$ cat config.mk
export PLATFORM = sky130hd
export DESIGN_NAME = poe_port_mode_control
export DESIGN_NICKNAME = d
export VERILOG_FILES = /design/src/inc/poe_pkg.sv /design/src/hw/class_policy.sv /design/src/hw/poe_port_mode_control.sv /design/src/hw/strap_sampler.sv
export VERILOG_INCLUDE_DIRS = /design/src /design/src/inc
export SDC_FILE = /design/constraint.sdc
export NUM_CORES = 2
export LEC_CHECK = 0
export BUFFER_PORTS_ARGS = -buffer_cell sky130_fd_sc_hd__buf_2
export CORE_AREA = 2 2 410 412
export CTS_BUF_LIST = sky130_fd_sc_hd__clkbuf_2
export CTS_CLUSTER_DIAMETER = 60
export DETAILED_ROUTE_END_ITERATION = 12
export DIE_AREA = 0 0 412 414
export HOLD_SLACK_MARGIN = 0.08
export PLACE_DENSITY = 0.43
export SYNTH_ARGS = -nofsm -noshare
export SYNTH_HDL_FRONTEND = slang
export SYNTH_SLANG_ARGS = --single-unit
$ cat constraint.sdc
create_clock -name clk -period 8.5 [get_ports clk]
set_clock_uncertainty 0.2 [all_clocks]
set_input_delay 1.275 -clock clk [delete_from_list [all_inputs] [get_ports clk]]
set_output_delay 1.275 -clock clk [all_outputs]
set_load 0.01 [all_outputs]
$ cat src/inc/poe_defs.svh
// Constants for the per-port operating-mode controller
`ifndef POE_DEFS_SVH
`define POE_DEFS_SVH
`define NPORTS 12
`define MODE_SHUT 2'h0
`define MODE_MAN 2'h1
`define MODE_SEMI 2'h2
`define MODE_SA 2'h3
`define DET_UNKNOWN 3'h0
`define DET_GOOD 3'h4
`define CLS_0 4'h0
`define CLS_1 4'h1
`define CLS_2 4'h2
`define CLS_4 4'h4
`define CLS_EXT_BIT 3
`define GRADE_A 2'h0
`define GRADE_B 2'h1
`define GRADE_C 2'h2
`define PL_90W 2'h3
`define ICUT_C1 10'h070
`define ICUT_C2 10'h0CE
`define ICUT_C3 10'h177
`define ICUT_C4 10'h27E
`define ILIM_LO 10'h1A9
`define ILIM_HI 10'h352
`define CNT_W 28
`define CLK_MHZ 125
`define MS_TO_US 1000
`define T_BACKOFF_MS 100
`define T_MIDSPAN_MS 2000
`endif

$ cat src/inc/poe_pkg.sv
// Types shared by the port mode controller and its helpers
`include "poe_defs.svh"
package poe_pkg;
    typedef enum logic [1:0] {
        OP_SHUT = 2'b00, OP_MAN = 2'b01, OP_SEMI = 2'b10, OP_SA = 2'b11
    } op_mode_t;
    typedef enum logic [2:0] {
        ST_IDLE = 3'b000, ST_DETECT = 3'b001, ST_CLASSIFY = 3'b010, ST_BACKOFF = 3'b011, ST_POWERED = 3'b100
    } port_state_t;
    typedef struct packed {
        logic [1:0] port_mode_field;
        logic det_en;
        logic cls_en;
        logic disc_en;
    } port_cfg_t;
    typedef struct packed {
        logic detect;
        logic classify;
        logic on;
        logic off;
    } port_cmd_t;
    typedef struct packed {
        logic det_done;
        logic [2:0] det_res;
        logic cls_done;
        logic [3:0] cls_res;
        logic ilim_fault;
        logic disconnect;
    } fe_in_t;
    typedef struct packed {
        logic det_start;
        logic cls_start;
        logic two_event;
    } fe_out_t;
    typedef struct packed {
        logic standalone;
        logic midspan;
        logic [1:0] max_power;
    } straps_t;
    typedef struct packed {
        port_state_t st;
        logic power;
        logic det_go;
        logic cls_go;
        logic fault;
        logic two_event;
        logic [2:0] det;
        logic [3:0] cls;
        logic classified;
        logic auto_th;
        logic [9:0] icut;
        logic [9:0] ilim;
        logic [`CNT_W-1:0] cnt;
    } port_reg_t;
endpackage : poe_pkg

$ cat src/hw/class_policy.sv
// Class result policy: grade rules, power limit and standalone thresholds
`timescale 1ns/1ps
`include "poe_defs.svh"
module class_policy #(
    parameter logic [1:0] GRADE = `GRADE_A
) (
    input wire logic [3:0] cls_in,
    input wire logic classified,
    input wire logic high_power_en,
    input wire logic ext_power_en,
    input wire logic standalone,
    input wire logic [1:0] max_power,
    output logic [3:0] eff_cls,
    output logic allowed,
    output logic [9:0] icut,
    output logic [9:0] ilim
);
    // Effective class, admission and thresholds
    always_comb begin
        eff_cls = classified ? cls_in : `CLS_0;
        if (eff_cls[`CLS_EXT_BIT] && !(GRADE == `GRADE_A && high_power_en && ext_power_en)) begin
            eff_cls = `CLS_4;
        end
        if (GRADE == `GRADE_C && eff_cls == `CLS_4) begin
            eff_cls = `CLS_0;
        end
        allowed = !(standalone && eff_cls[`CLS_EXT_BIT] && (eff_cls[1:0] > max_power));
        ilim = `ILIM_LO;
        case (eff_cls)
            `CLS_1: icut = `ICUT_C1;
            `CLS_2: icut = `ICUT_C2;
            default: icut = `ICUT_C3;
        endcase
        if (eff_cls == `CLS_4 || eff_cls[`CLS_EXT_BIT]) begin
            icut = `ICUT_C4;
            ilim = `ILIM_HI;
        end
    end
endmodule : class_policy

$ cat src/hw/poe_port_mode_control.sv
// Per-port operating-mode control for a multi-port power sourcing controller
//
// Summary of operation
// - Twelve ports, each in one of four modes
// - Mode field decode; 11b standalone needs select high
// - Manual: single detect or classify on command
// - Manual: power on or off on command anytime
// - Semi: repeat detect/classify, power only on command
// - Standalone: power automatically after good detection
// - Standalone only: thresholds set from class result
// - Shutdown: no detection, never power
// - Current limit fault removes power always
// - Enabled disconnect event removes power always
// - Host power-off command always honoured
// - Limit pins sampled at reset fix max power in standalone (90W otherwise)
// - Automatic power-up refuses extended classes above the selected power limit
// - Extended classes need high and extended enables
// - Lowest grade: no two-event, class 4 as 0
// - Unclassified device assumed to draw 13W
// - Reset pin or reset-all re-samples straps
// - Semi high power: power-on needs good detect
// - Detection off in shutdown, or with detect disabled outside manual
`timescale 1ns/1ps
`include "poe_defs.svh"
module poe_port_mode_control #(
    parameter int NPORTS = `NPORTS,
    parameter logic [1:0] GRADE = `GRADE_A,
    parameter int BACKOFF_CYC = `T_BACKOFF_MS * `MS_TO_US * `CLK_MHZ,
    parameter int MIDSPAN_CYC = `T_MIDSPAN_MS * `MS_TO_US * `CLK_MHZ
) (
    input wire logic clk,
    input wire logic reset_n,
    input wire logic reset_all,
    input wire logic standalone_sel,
    input wire logic midspan_sel,
    input wire logic power_limit_select_hi,
    input wire logic power_limit_select_lo,
    input wire logic high_power_en,
    input wire logic ext_power_en,
    input wire poe_pkg::port_cfg_t [NPORTS-1:0] cfg,
    input wire poe_pkg::port_cmd_t [NPORTS-1:0] cmd,
    input wire poe_pkg::fe_in_t [NPORTS-1:0] fe_in,
    output poe_pkg::fe_out_t [NPORTS-1:0] fe_out,
    output poe_pkg::port_reg_t [NPORTS-1:0] port_state,
    output poe_pkg::straps_t straps
);
    // ************************************************************
    // Types, constants and decoding
    // ************************************************************
    typedef struct packed {
        poe_pkg::port_reg_t [NPORTS-1:0] p;
    } state_t;

    localparam logic [`CNT_W-1:0] BACK_LD = `CNT_W'(BACKOFF_CYC - 1);
    localparam logic [`CNT_W-1:0] MID_LD = `CNT_W'(MIDSPAN_CYC - 1);

    // Mode field decode; standalone code without the standalone strap falls back to shutdown
    function automatic poe_pkg::op_mode_t decode_mode(input logic [1:0] field, input logic sa);
        case (field)
            `MODE_SA: decode_mode = sa ? poe_pkg::OP_SA : poe_pkg::OP_SHUT;
            `MODE_SEMI: decode_mode = poe_pkg::OP_SEMI;
            `MODE_MAN: decode_mode = poe_pkg::OP_MAN;
            default: decode_mode = poe_pkg::OP_SHUT;
        endcase
    endfunction : decode_mode

    state_t s_q, s_d;
    logic straps_pending;
    poe_pkg::straps_t straps_w;
    poe_pkg::op_mode_t md [NPORTS];
    logic kill [NPORTS];
    logic [3:0] pol_in [NPORTS];
    logic pol_valid [NPORTS];
    logic [3:0] eff_cls [NPORTS];
    logic allowed [NPORTS];
    logic [9:0] icut [NPORTS];
    logic [9:0] ilim [NPORTS];

    // ************************************************************
    // Strap capture
    // ************************************************************
    strap_sampler u_straps (
        .clk(clk),
        .reset_n(reset_n),
        .reset_all(reset_all),
        .standalone_sel(standalone_sel),
        .midspan_sel(midspan_sel),
        .power_limit_select_hi(power_limit_select_hi),
        .power_limit_select_lo(power_limit_select_lo),
        .pending(straps_pending),
        .straps(straps_w)
    );

    // ************************************************************
    // Per-port decode and class policy
    // ************************************************************
    genvar g;
    generate
        for (g = 0; g < NPORTS; g++) begin : g_port
            // Mode and power-removal conditions
            assign md[g] = decode_mode(cfg[g].port_mode_field, straps_w.standalone);
            assign kill[g] = fe_in[g].ilim_fault
                | (cfg[g].disc_en & fe_in[g].disconnect)
                | cmd[g].off
                | (md[g] == poe_pkg::OP_SHUT);
            // Policy sees the live result while classifying; a fresh detection counts as unclassified
            assign pol_in[g] = (s_q.p[g].st == poe_pkg::ST_CLASSIFY) ? fe_in[g].cls_res : s_q.p[g].cls;
            assign pol_valid[g] = (s_q.p[g].st == poe_pkg::ST_CLASSIFY)
                | ((s_q.p[g].st != poe_pkg::ST_DETECT) & s_q.p[g].classified);

            class_policy #(
                .GRADE(GRADE)
            ) u_policy (
                .cls_in(pol_in[g]),
                .classified(pol_valid[g]),
                .high_power_en(high_power_en),
                .ext_power_en(ext_power_en),
                .standalone(straps_w.standalone),
                .max_power(straps_w.max_power),
                .eff_cls(eff_cls[g]),
                .allowed(allowed[g]),
                .icut(icut[g]),
                .ilim(ilim[g])
            );

            // Outputs straight from the state flops
            assign fe_out[g].det_start = s_q.p[g].det_go;
            assign fe_out[g].cls_start = s_q.p[g].cls_go;
            assign fe_out[g].two_event = s_q.p[g].two_event;
            assign port_state[g] = s_q.p[g];
        end
    endgenerate

    assign straps = straps_w;

    // ************************************************************
    // Port sequencing
    // ************************************************************
    // Next state for every port: detection, classification, backoff, power
    always_comb begin
        poe_pkg::port_reg_t pr;
        logic try_power;
        logic end_cycle;
        pr = '0;
        try_power = 1'b0;
        end_cycle = 1'b0;
        s_d = s_q;
        for (int i = 0; i < NPORTS; i++) begin
            pr = s_q.p[i];
            try_power = 1'b0;
            end_cycle = 1'b0;
            pr.det_go = 1'b0;
            pr.cls_go = 1'b0;
            pr.fault = 1'b0;
            pr.two_event = (GRADE != `GRADE_C) & high_power_en;
            case (pr.st)
                poe_pkg::ST_IDLE: begin
                    if (md[i] == poe_pkg::OP_MAN) begin
                        if (cmd[i].detect) begin
                            pr.det_go = 1'b1;
                            pr.st = poe_pkg::ST_DETECT;
                        end else if (cmd[i].classify) begin
                            pr.cls_go = 1'b1;
                            pr.st = poe_pkg::ST_CLASSIFY;
                        end
                    end else if ((md[i] == poe_pkg::OP_SEMI || md[i] == poe_pkg::OP_SA) && cfg[i].det_en) begin
                        pr.det_go = 1'b1;
                        pr.st = poe_pkg::ST_DETECT;
                    end
                end
                poe_pkg::ST_DETECT: begin
                    if (fe_in[i].det_done) begin
                        pr.det = fe_in[i].det_res;
                        pr.cls = `CLS_0;
                        pr.classified = 1'b0;
                        if (md[i] == poe_pkg::OP_MAN) begin
                            pr.st = poe_pkg::ST_IDLE;
                        end else if (fe_in[i].det_res == `DET_GOOD && cfg[i].cls_en) begin
                            pr.cls_go = 1'b1;
                            pr.st = poe_pkg::ST_CLASSIFY;
                        end else if (fe_in[i].det_res == `DET_GOOD && md[i] == poe_pkg::OP_SA) begin
                            try_power = 1'b1;
                        end else begin
                            end_cycle = 1'b1;
                        end
                    end
                end
                poe_pkg::ST_CLASSIFY: begin
                    if (fe_in[i].cls_done) begin
                        pr.cls = eff_cls[i];
                        pr.classified = 1'b1;
                        if (md[i] == poe_pkg::OP_MAN) begin
                            pr.st = poe_pkg::ST_IDLE;
                        end else if (md[i] == poe_pkg::OP_SA && pr.det == `DET_GOOD) begin
                            try_power = 1'b1;
                        end else begin
                            end_cycle = 1'b1;
                        end
                    end
                end
                poe_pkg::ST_BACKOFF: begin
                    if (pr.cnt != '0) begin
                        pr.cnt = pr.cnt - `CNT_W'(1);
                    end else if (cfg[i].det_en && md[i] != poe_pkg::OP_MAN) begin
                        pr.det_go = 1'b1;
                        pr.st = poe_pkg::ST_DETECT;
                    end else begin
                        pr.st = poe_pkg::ST_IDLE;
                    end
                end
                poe_pkg::ST_POWERED: begin
                    pr.power = 1'b1;
                end
                default: begin
                    pr.st = poe_pkg::ST_IDLE;
                end
            endcase
            // Automatic power-up in standalone mode within the sampled limit
            if (try_power) begin
                if (allowed[i]) begin
                    pr.power = 1'b1;
                    pr.st = poe_pkg::ST_POWERED;
                    pr.auto_th = 1'b1;
                    pr.icut = icut[i];
                    pr.ilim = ilim[i];
                end else begin
                    end_cycle = 1'b1;
                end
            end
            // Wait before the next detection; longer for a midspan
            if (end_cycle) begin
                pr.st = poe_pkg::ST_BACKOFF;
                pr.cnt = straps_w.midspan ? MID_LD : BACK_LD;
            end
            // Host power-on command
            if (cmd[i].on && !pr.power && md[i] != poe_pkg::OP_SHUT) begin
                if (md[i] != poe_pkg::OP_MAN && high_power_en && s_q.p[i].det != `DET_GOOD) begin
                    pr.fault = 1'b1;
                end else begin
                    pr.power = 1'b1;
                    pr.st = poe_pkg::ST_POWERED;
                    pr.det_go = 1'b0;
                    pr.cls_go = 1'b0;
                end
            end
            // Power removal and shutdown override everything else
            if (kill[i]) begin
                pr.power = 1'b0;
                pr.auto_th = 1'b0;
                if (pr.st == poe_pkg::ST_POWERED || md[i] == poe_pkg::OP_SHUT) begin
                    pr.st = poe_pkg::ST_IDLE;
                end
                if (md[i] == poe_pkg::OP_SHUT) begin
                    pr.det_go = 1'b0;
                    pr.cls_go = 1'b0;
                end
            end
            // Thresholds are only automatic in standalone mode
            if (md[i] != poe_pkg::OP_SA) begin
                pr.auto_th = 1'b0;
            end
            s_d.p[i] = pr;
        end
        // Ports stay idle until the straps are captured
        if (straps_pending || reset_all) begin
            s_d = '0;
        end
    end

    // State register
    always_ff @(posedge clk or negedge reset_n) begin
        if (!reset_n) begin
            s_q <= '0;
        end else begin
            s_q <= s_d;
        end
    end

    // ************************************************************
    // Checks
    // ************************************************************
    generate
        for (g = 0; g < NPORTS; g++) begin : g_chk
            a_shutdown_no_power:
            assert property (@(posedge clk) disable iff (!reset_n)
                md[g] == poe_pkg::OP_SHUT |=> !port_state[g].power && !fe_out[g].det_start)
                else $error("shutdown port powered or detecting");
            a_fault_power_off:
            assert property (@(posedge clk) disable iff (!reset_n)
                fe_in[g].ilim_fault |=> !port_state[g].power)
                else $error("power kept after current limit fault");
            a_disconnect_off:
            assert property (@(posedge clk) disable iff (!reset_n)
                cfg[g].disc_en && fe_in[g].disconnect |=> !port_state[g].power)
                else $error("power kept after disconnect");
            a_host_off:
            assert property (@(posedge clk) disable iff (!reset_n)
                cmd[g].off |=> !port_state[g].power)
                else $error("power-off command ignored");
            a_manual_quiet:
            assert property (@(posedge clk) disable iff (!reset_n)
                md[g] == poe_pkg::OP_MAN && port_state[g].st == poe_pkg::ST_IDLE && !cmd[g].detect
                |=> !fe_out[g].det_start)
                else $error("manual port detected without command");
            a_manual_on:
            assert property (@(posedge clk) disable iff (!reset_n)
                md[g] == poe_pkg::OP_MAN && cmd[g].on && !kill[g] && !reset_all && !straps_pending
                |=> port_state[g].power)
                else $error("manual power-on ignored");
            a_semi_no_auto:
            assert property (@(posedge clk) disable iff (!reset_n)
                md[g] == poe_pkg::OP_SEMI && !cmd[g].on && !port_state[g].power |=> !port_state[g].power)
                else $error("semi port powered without command");
            a_semi_hp_fault:
            assert property (@(posedge clk) disable iff (!reset_n)
                md[g] == poe_pkg::OP_SEMI && high_power_en && cmd[g].on && !port_state[g].power
                && port_state[g].det != `DET_GOOD && !reset_all && !straps_pending
                |=> port_state[g].fault && !port_state[g].power)
                else $error("semi power-on without good detect");
            a_auto_thresh:
            assert property (@(posedge clk) disable iff (!reset_n)
                $rose(port_state[g].auto_th) |-> $past(md[g] == poe_pkg::OP_SA))
                else $error("thresholds set outside standalone mode");
            a_grade_c_class:
            assert property (@(posedge clk) disable iff (!reset_n)
                GRADE == `GRADE_C && port_state[g].classified |-> port_state[g].cls != `CLS_4
                && !fe_out[g].two_event)
                else $error("lowest grade kept class 4");
        end
    endgenerate
endmodule : poe_port_mode_control

$ cat src/hw/strap_sampler.sv
// Strap capture of standalone, midspan and power-limit pins after reset
`timescale 1ns/1ps
`include "poe_defs.svh"
module strap_sampler (
    input wire logic clk,
    input wire logic reset_n,
    input wire logic reset_all,
    input wire logic standalone_sel,
    input wire logic midspan_sel,
    input wire logic power_limit_select_hi,
    input wire logic power_limit_select_lo,
    output logic pending,
    output poe_pkg::straps_t straps
);
    typedef struct packed {
        logic pending;
        poe_pkg::straps_t straps;
    } state_t;
    state_t s_q, s_d;

    // Capture once after reset release or a reset-all request
    always_comb begin
        s_d = s_q;
        if (reset_all) begin
            s_d.pending = 1'b1;
        end else if (s_q.pending) begin
            s_d.pending = 1'b0;
            s_d.straps.standalone = standalone_sel;
            s_d.straps.midspan = midspan_sel;
            s_d.straps.max_power = standalone_sel ? {power_limit_select_hi, power_limit_select_lo} : `PL_90W;
        end
    end

    // State register
    always_ff @(posedge clk or negedge reset_n) begin
        if (!reset_n) begin
            s_q <= '{pending: 1'b1, straps: '0};
        end else begin
            s_q <= s_d;
        end
    end

    assign pending = s_q.pending;
    assign straps = s_q.straps;

    a_strap_hold:
    assert property (@(posedge clk) disable iff (!reset_n) (!pending && !reset_all) |=> $stable(straps))
        else $error("straps changed without a reset");
endmodule : strap_sampler

==> reports/qor.yml <==
outcome: "finished clean"
root_buffer: "clkbuf_2"
post-route-min-period_ps: 5500
yosysTopAreaCellShare_pct: 43.6
yosys-top-cells-area: "dfrtp_1 44%, a21oi_1 6.5%, nor2_1 4.4%"
die_x_um: 412
ys_types: 95
hold_path.startpoint: "port_state[760]$_DFFE_PN0P_"
cts_max_path_buffers: 3
routabilityCongestion: 0.896
synth_area_mm2: 0.0361
avgSynthCellArea_um2: 8.93
cts_tree: "built"
setup_violations: 0
core_mm2: 0.166
htreeDepth: 4
timing.rr.start: "port_state[324]$_DFF_PN0_"
final.period_utilization_pct: 64.7
grt-ovfl-total: 0
hpwl_um: 131000
p_leak_nw: 24.2
reg2reg_depth: 11
final_common_cell: "buf_2"
r2r_setup_slack_ps: 3000
cts.repair.resized: 0
drc: 0
synth_ff_type: "dfrtp_1"
vias_per_cell: 4.83
drv_slew: 0
grtUsageTotal_pct: 20.4
vias: 38100
grtUsageMet2_pct: 32.6
wire_per_inst_um: 22.7
wirelength_um: 179000
holdWs_ps: 327
critical_path_arrival_ps: 6840
yosysTopAreaCell: "dfrtp_1"
pin_count: 1069
layoutNonFillerInstCount: 7884
hold_buffers: 553
timing.rr.end: "port_state[321]$_DFF_PN0_"
maxCapViolations: 0
fill_cells: 18000
die_area_mm2: 0.171
grt_pass1_wl_um: 261000
met1_usage_pct: 26.1
clk_pin_slew_ps: 110
ys_async_sr_fraction_pct: 100
ys_ff_latch: 630
mostFrequentLayoutCells: "1,055 x buf_2, 626 x dfrtp_1, 552 x dlygate4sd3_1"
drt_pass1_iterations: 6
holdPathStages: 2
fp.dieH_um: 414
post_cts_buffers: 0
critical_path_class: "register to register"
final_hold_viol_count: 0
path_max_fanout: 16
pwr_density_cell_mw_per_mm2: 126
relSlewSlack_pct: 17.8
startpoint_type: "register"
syn_to_final_growth_pct: 38.0
rsz0062_at_grt: "no"
peakVddDrop_mv: 0.130
io_buffers: 1056
hold_class: "register to register"
tns_ps: 0
endpoint_kind: "register"
grt_max_degree: 129
cts.sinks: 630
synth_edf_count: 0
yosysWarnings: 0
synth_seq_area_share_pct: 43.7
cts_buffers: 190
start_util_pct: 21.7
max_freq_mhz: 182
required_ps: 9850
grt_pass1_vias: 37600
worst_slack_ps: 3000
antenna_found_initial: 28
grt_use_met3_pct: 4.78
clk_latency_ps: 1720
synthCells: 4043
holdPathEnd: "port_state[760]$_DFFE_PN0P_"
dp_cells: 6991
first_iter_violations: 2465
tightest_slew_ps: 1230
pre_cts_ws_ps: 2890
drive_gt1_share_pct: 26.0
ant_nets: 0
busiest_layer: "met2"
rows: 150
fin_nets: 5817
power_mw: 6.29
-- worst max-delay path: stages, from the launching register on --
cell	delay [ps]
dfrtp_1	610
nor3b_1	850
mux2i_1	340
nor3_1	450
inv_1	100
ha_1	280
a2111oi_0	700
nor2b_1	300
a41oi_1	300
dlygate4sd3_1	600
a21oi_1	60
dlygate4sd3_1	570
-- where the power goes --
part	internal, mW	switching (mW)	total [mW]	leakage, nW
clock	0.965	1.52	2.49	1.26
combinational	0.293	0.453	0.746	14.2
sequential	3.01	0.0487	3.06	8.78
total	4.27	2.02	6.29	24.2
-- state kept, by name, indices dropped and copies added (netlist names) --
register and count:
fe_out 25, u_straps.straps 4, u_straps.pending 1, port_state 600
-- through the flow --
stage	util (%)	area, µm²
after global placement	25.6	42500
after detailed placement	25.6	42500
after floorplan	-	36100
after CTS	29.9	49800
after global routing	29.9	49800
final	29.9	49800
-- layer usage --
layer,wire (µm),vias to the layer above
met1,77000,18900
li1,-,17500
met2,83400,1374
met4,7680,14
met5,91,-
met3,11200,327
-- Yosys cell counts (all sizes together), types with 15 or more instances --
| library cell | instances |
|---|---|
| a211oi | 19 |
| a21o | 19 |
| a21oi | 472 |
| a22oi | 35 |
| a31oi | 55 |
| a32oi | 15 |
| and2 | 27 |
| and3 | 30 |
| buf | 219 |
| clkbuf | 150 |
| dfrtp | 629 |
| ha | 36 |
| inv | 61 |
| mux2i | 42 |
| nand2 | 334 |
| nand2b | 50 |
| nand3 | 133 |
| nand3b | 40 |
| nand4 | 32 |
| nor2 | 423 |
| nor2b | 77 |
| nor3 | 164 |
| nor3b | 38 |
| nor4 | 76 |
| nor4bb | 16 |
| o21a | 18 |
| o21ai | 126 |
| o31ai | 21 |
| or2 | 25 |
| or3 | 57 |
| or4 | 64 |
| xnor2 | 161 |
| xor2 | 118 |
-- cells by family after synthesis --
family          share of synthesized area (%)
simple gates                             23.8
other cells                            0.0104
fa+ha+maj                                1.25
buf+inv                                  6.60
flops                                    43.7
compound gates                           16.5
xor+xnor                                 6.77
mux                                      1.38
-- layout make-up --
| cell class | instances | area (µm²) | area share [%] |
|---|---|---|---|
| tap | 2204 | 2760 | 5.54 |
| sequential | 630 | 15800 | 31.7 |
| clock inverter | 55 | 334 | 0.671 |
| clock buffer | 267 | 1340 | 2.68 |
| timing repair buffer | 1655 | 11300 | 22.6 |
| inverter | 61 | 229 | 0.460 |
| multi-input combinational | 2994 | 18100 | 36.3 |
| antenna | 18 | 45.0 | 0.0905 |
-- how the worst max path moves through the flow --
stage                              start                           to  cells after the start
6_report       port_state[324]$_DFF_PN0_    port_state[321]$_DFF_PN0_                     11
5_1_grt        port_state[324]$_DFF_PN0_    port_state[321]$_DFF_PN0_                     11
4_1_cts        port_state[324]$_DFF_PN0_    port_state[321]$_DFF_PN0_                     11
3_5_place_dp               high_power_en  port_state[501]$_DFFE_PN0P_                     12
3_3_place_gp               high_power_en  port_state[501]$_DFFE_PN0P_                     12
2_1_floorplan                  fe_in[82]  port_state[501]$_DFFE_PN0P_                     12
No activity file was read; power rests on OpenSTA's default activity.
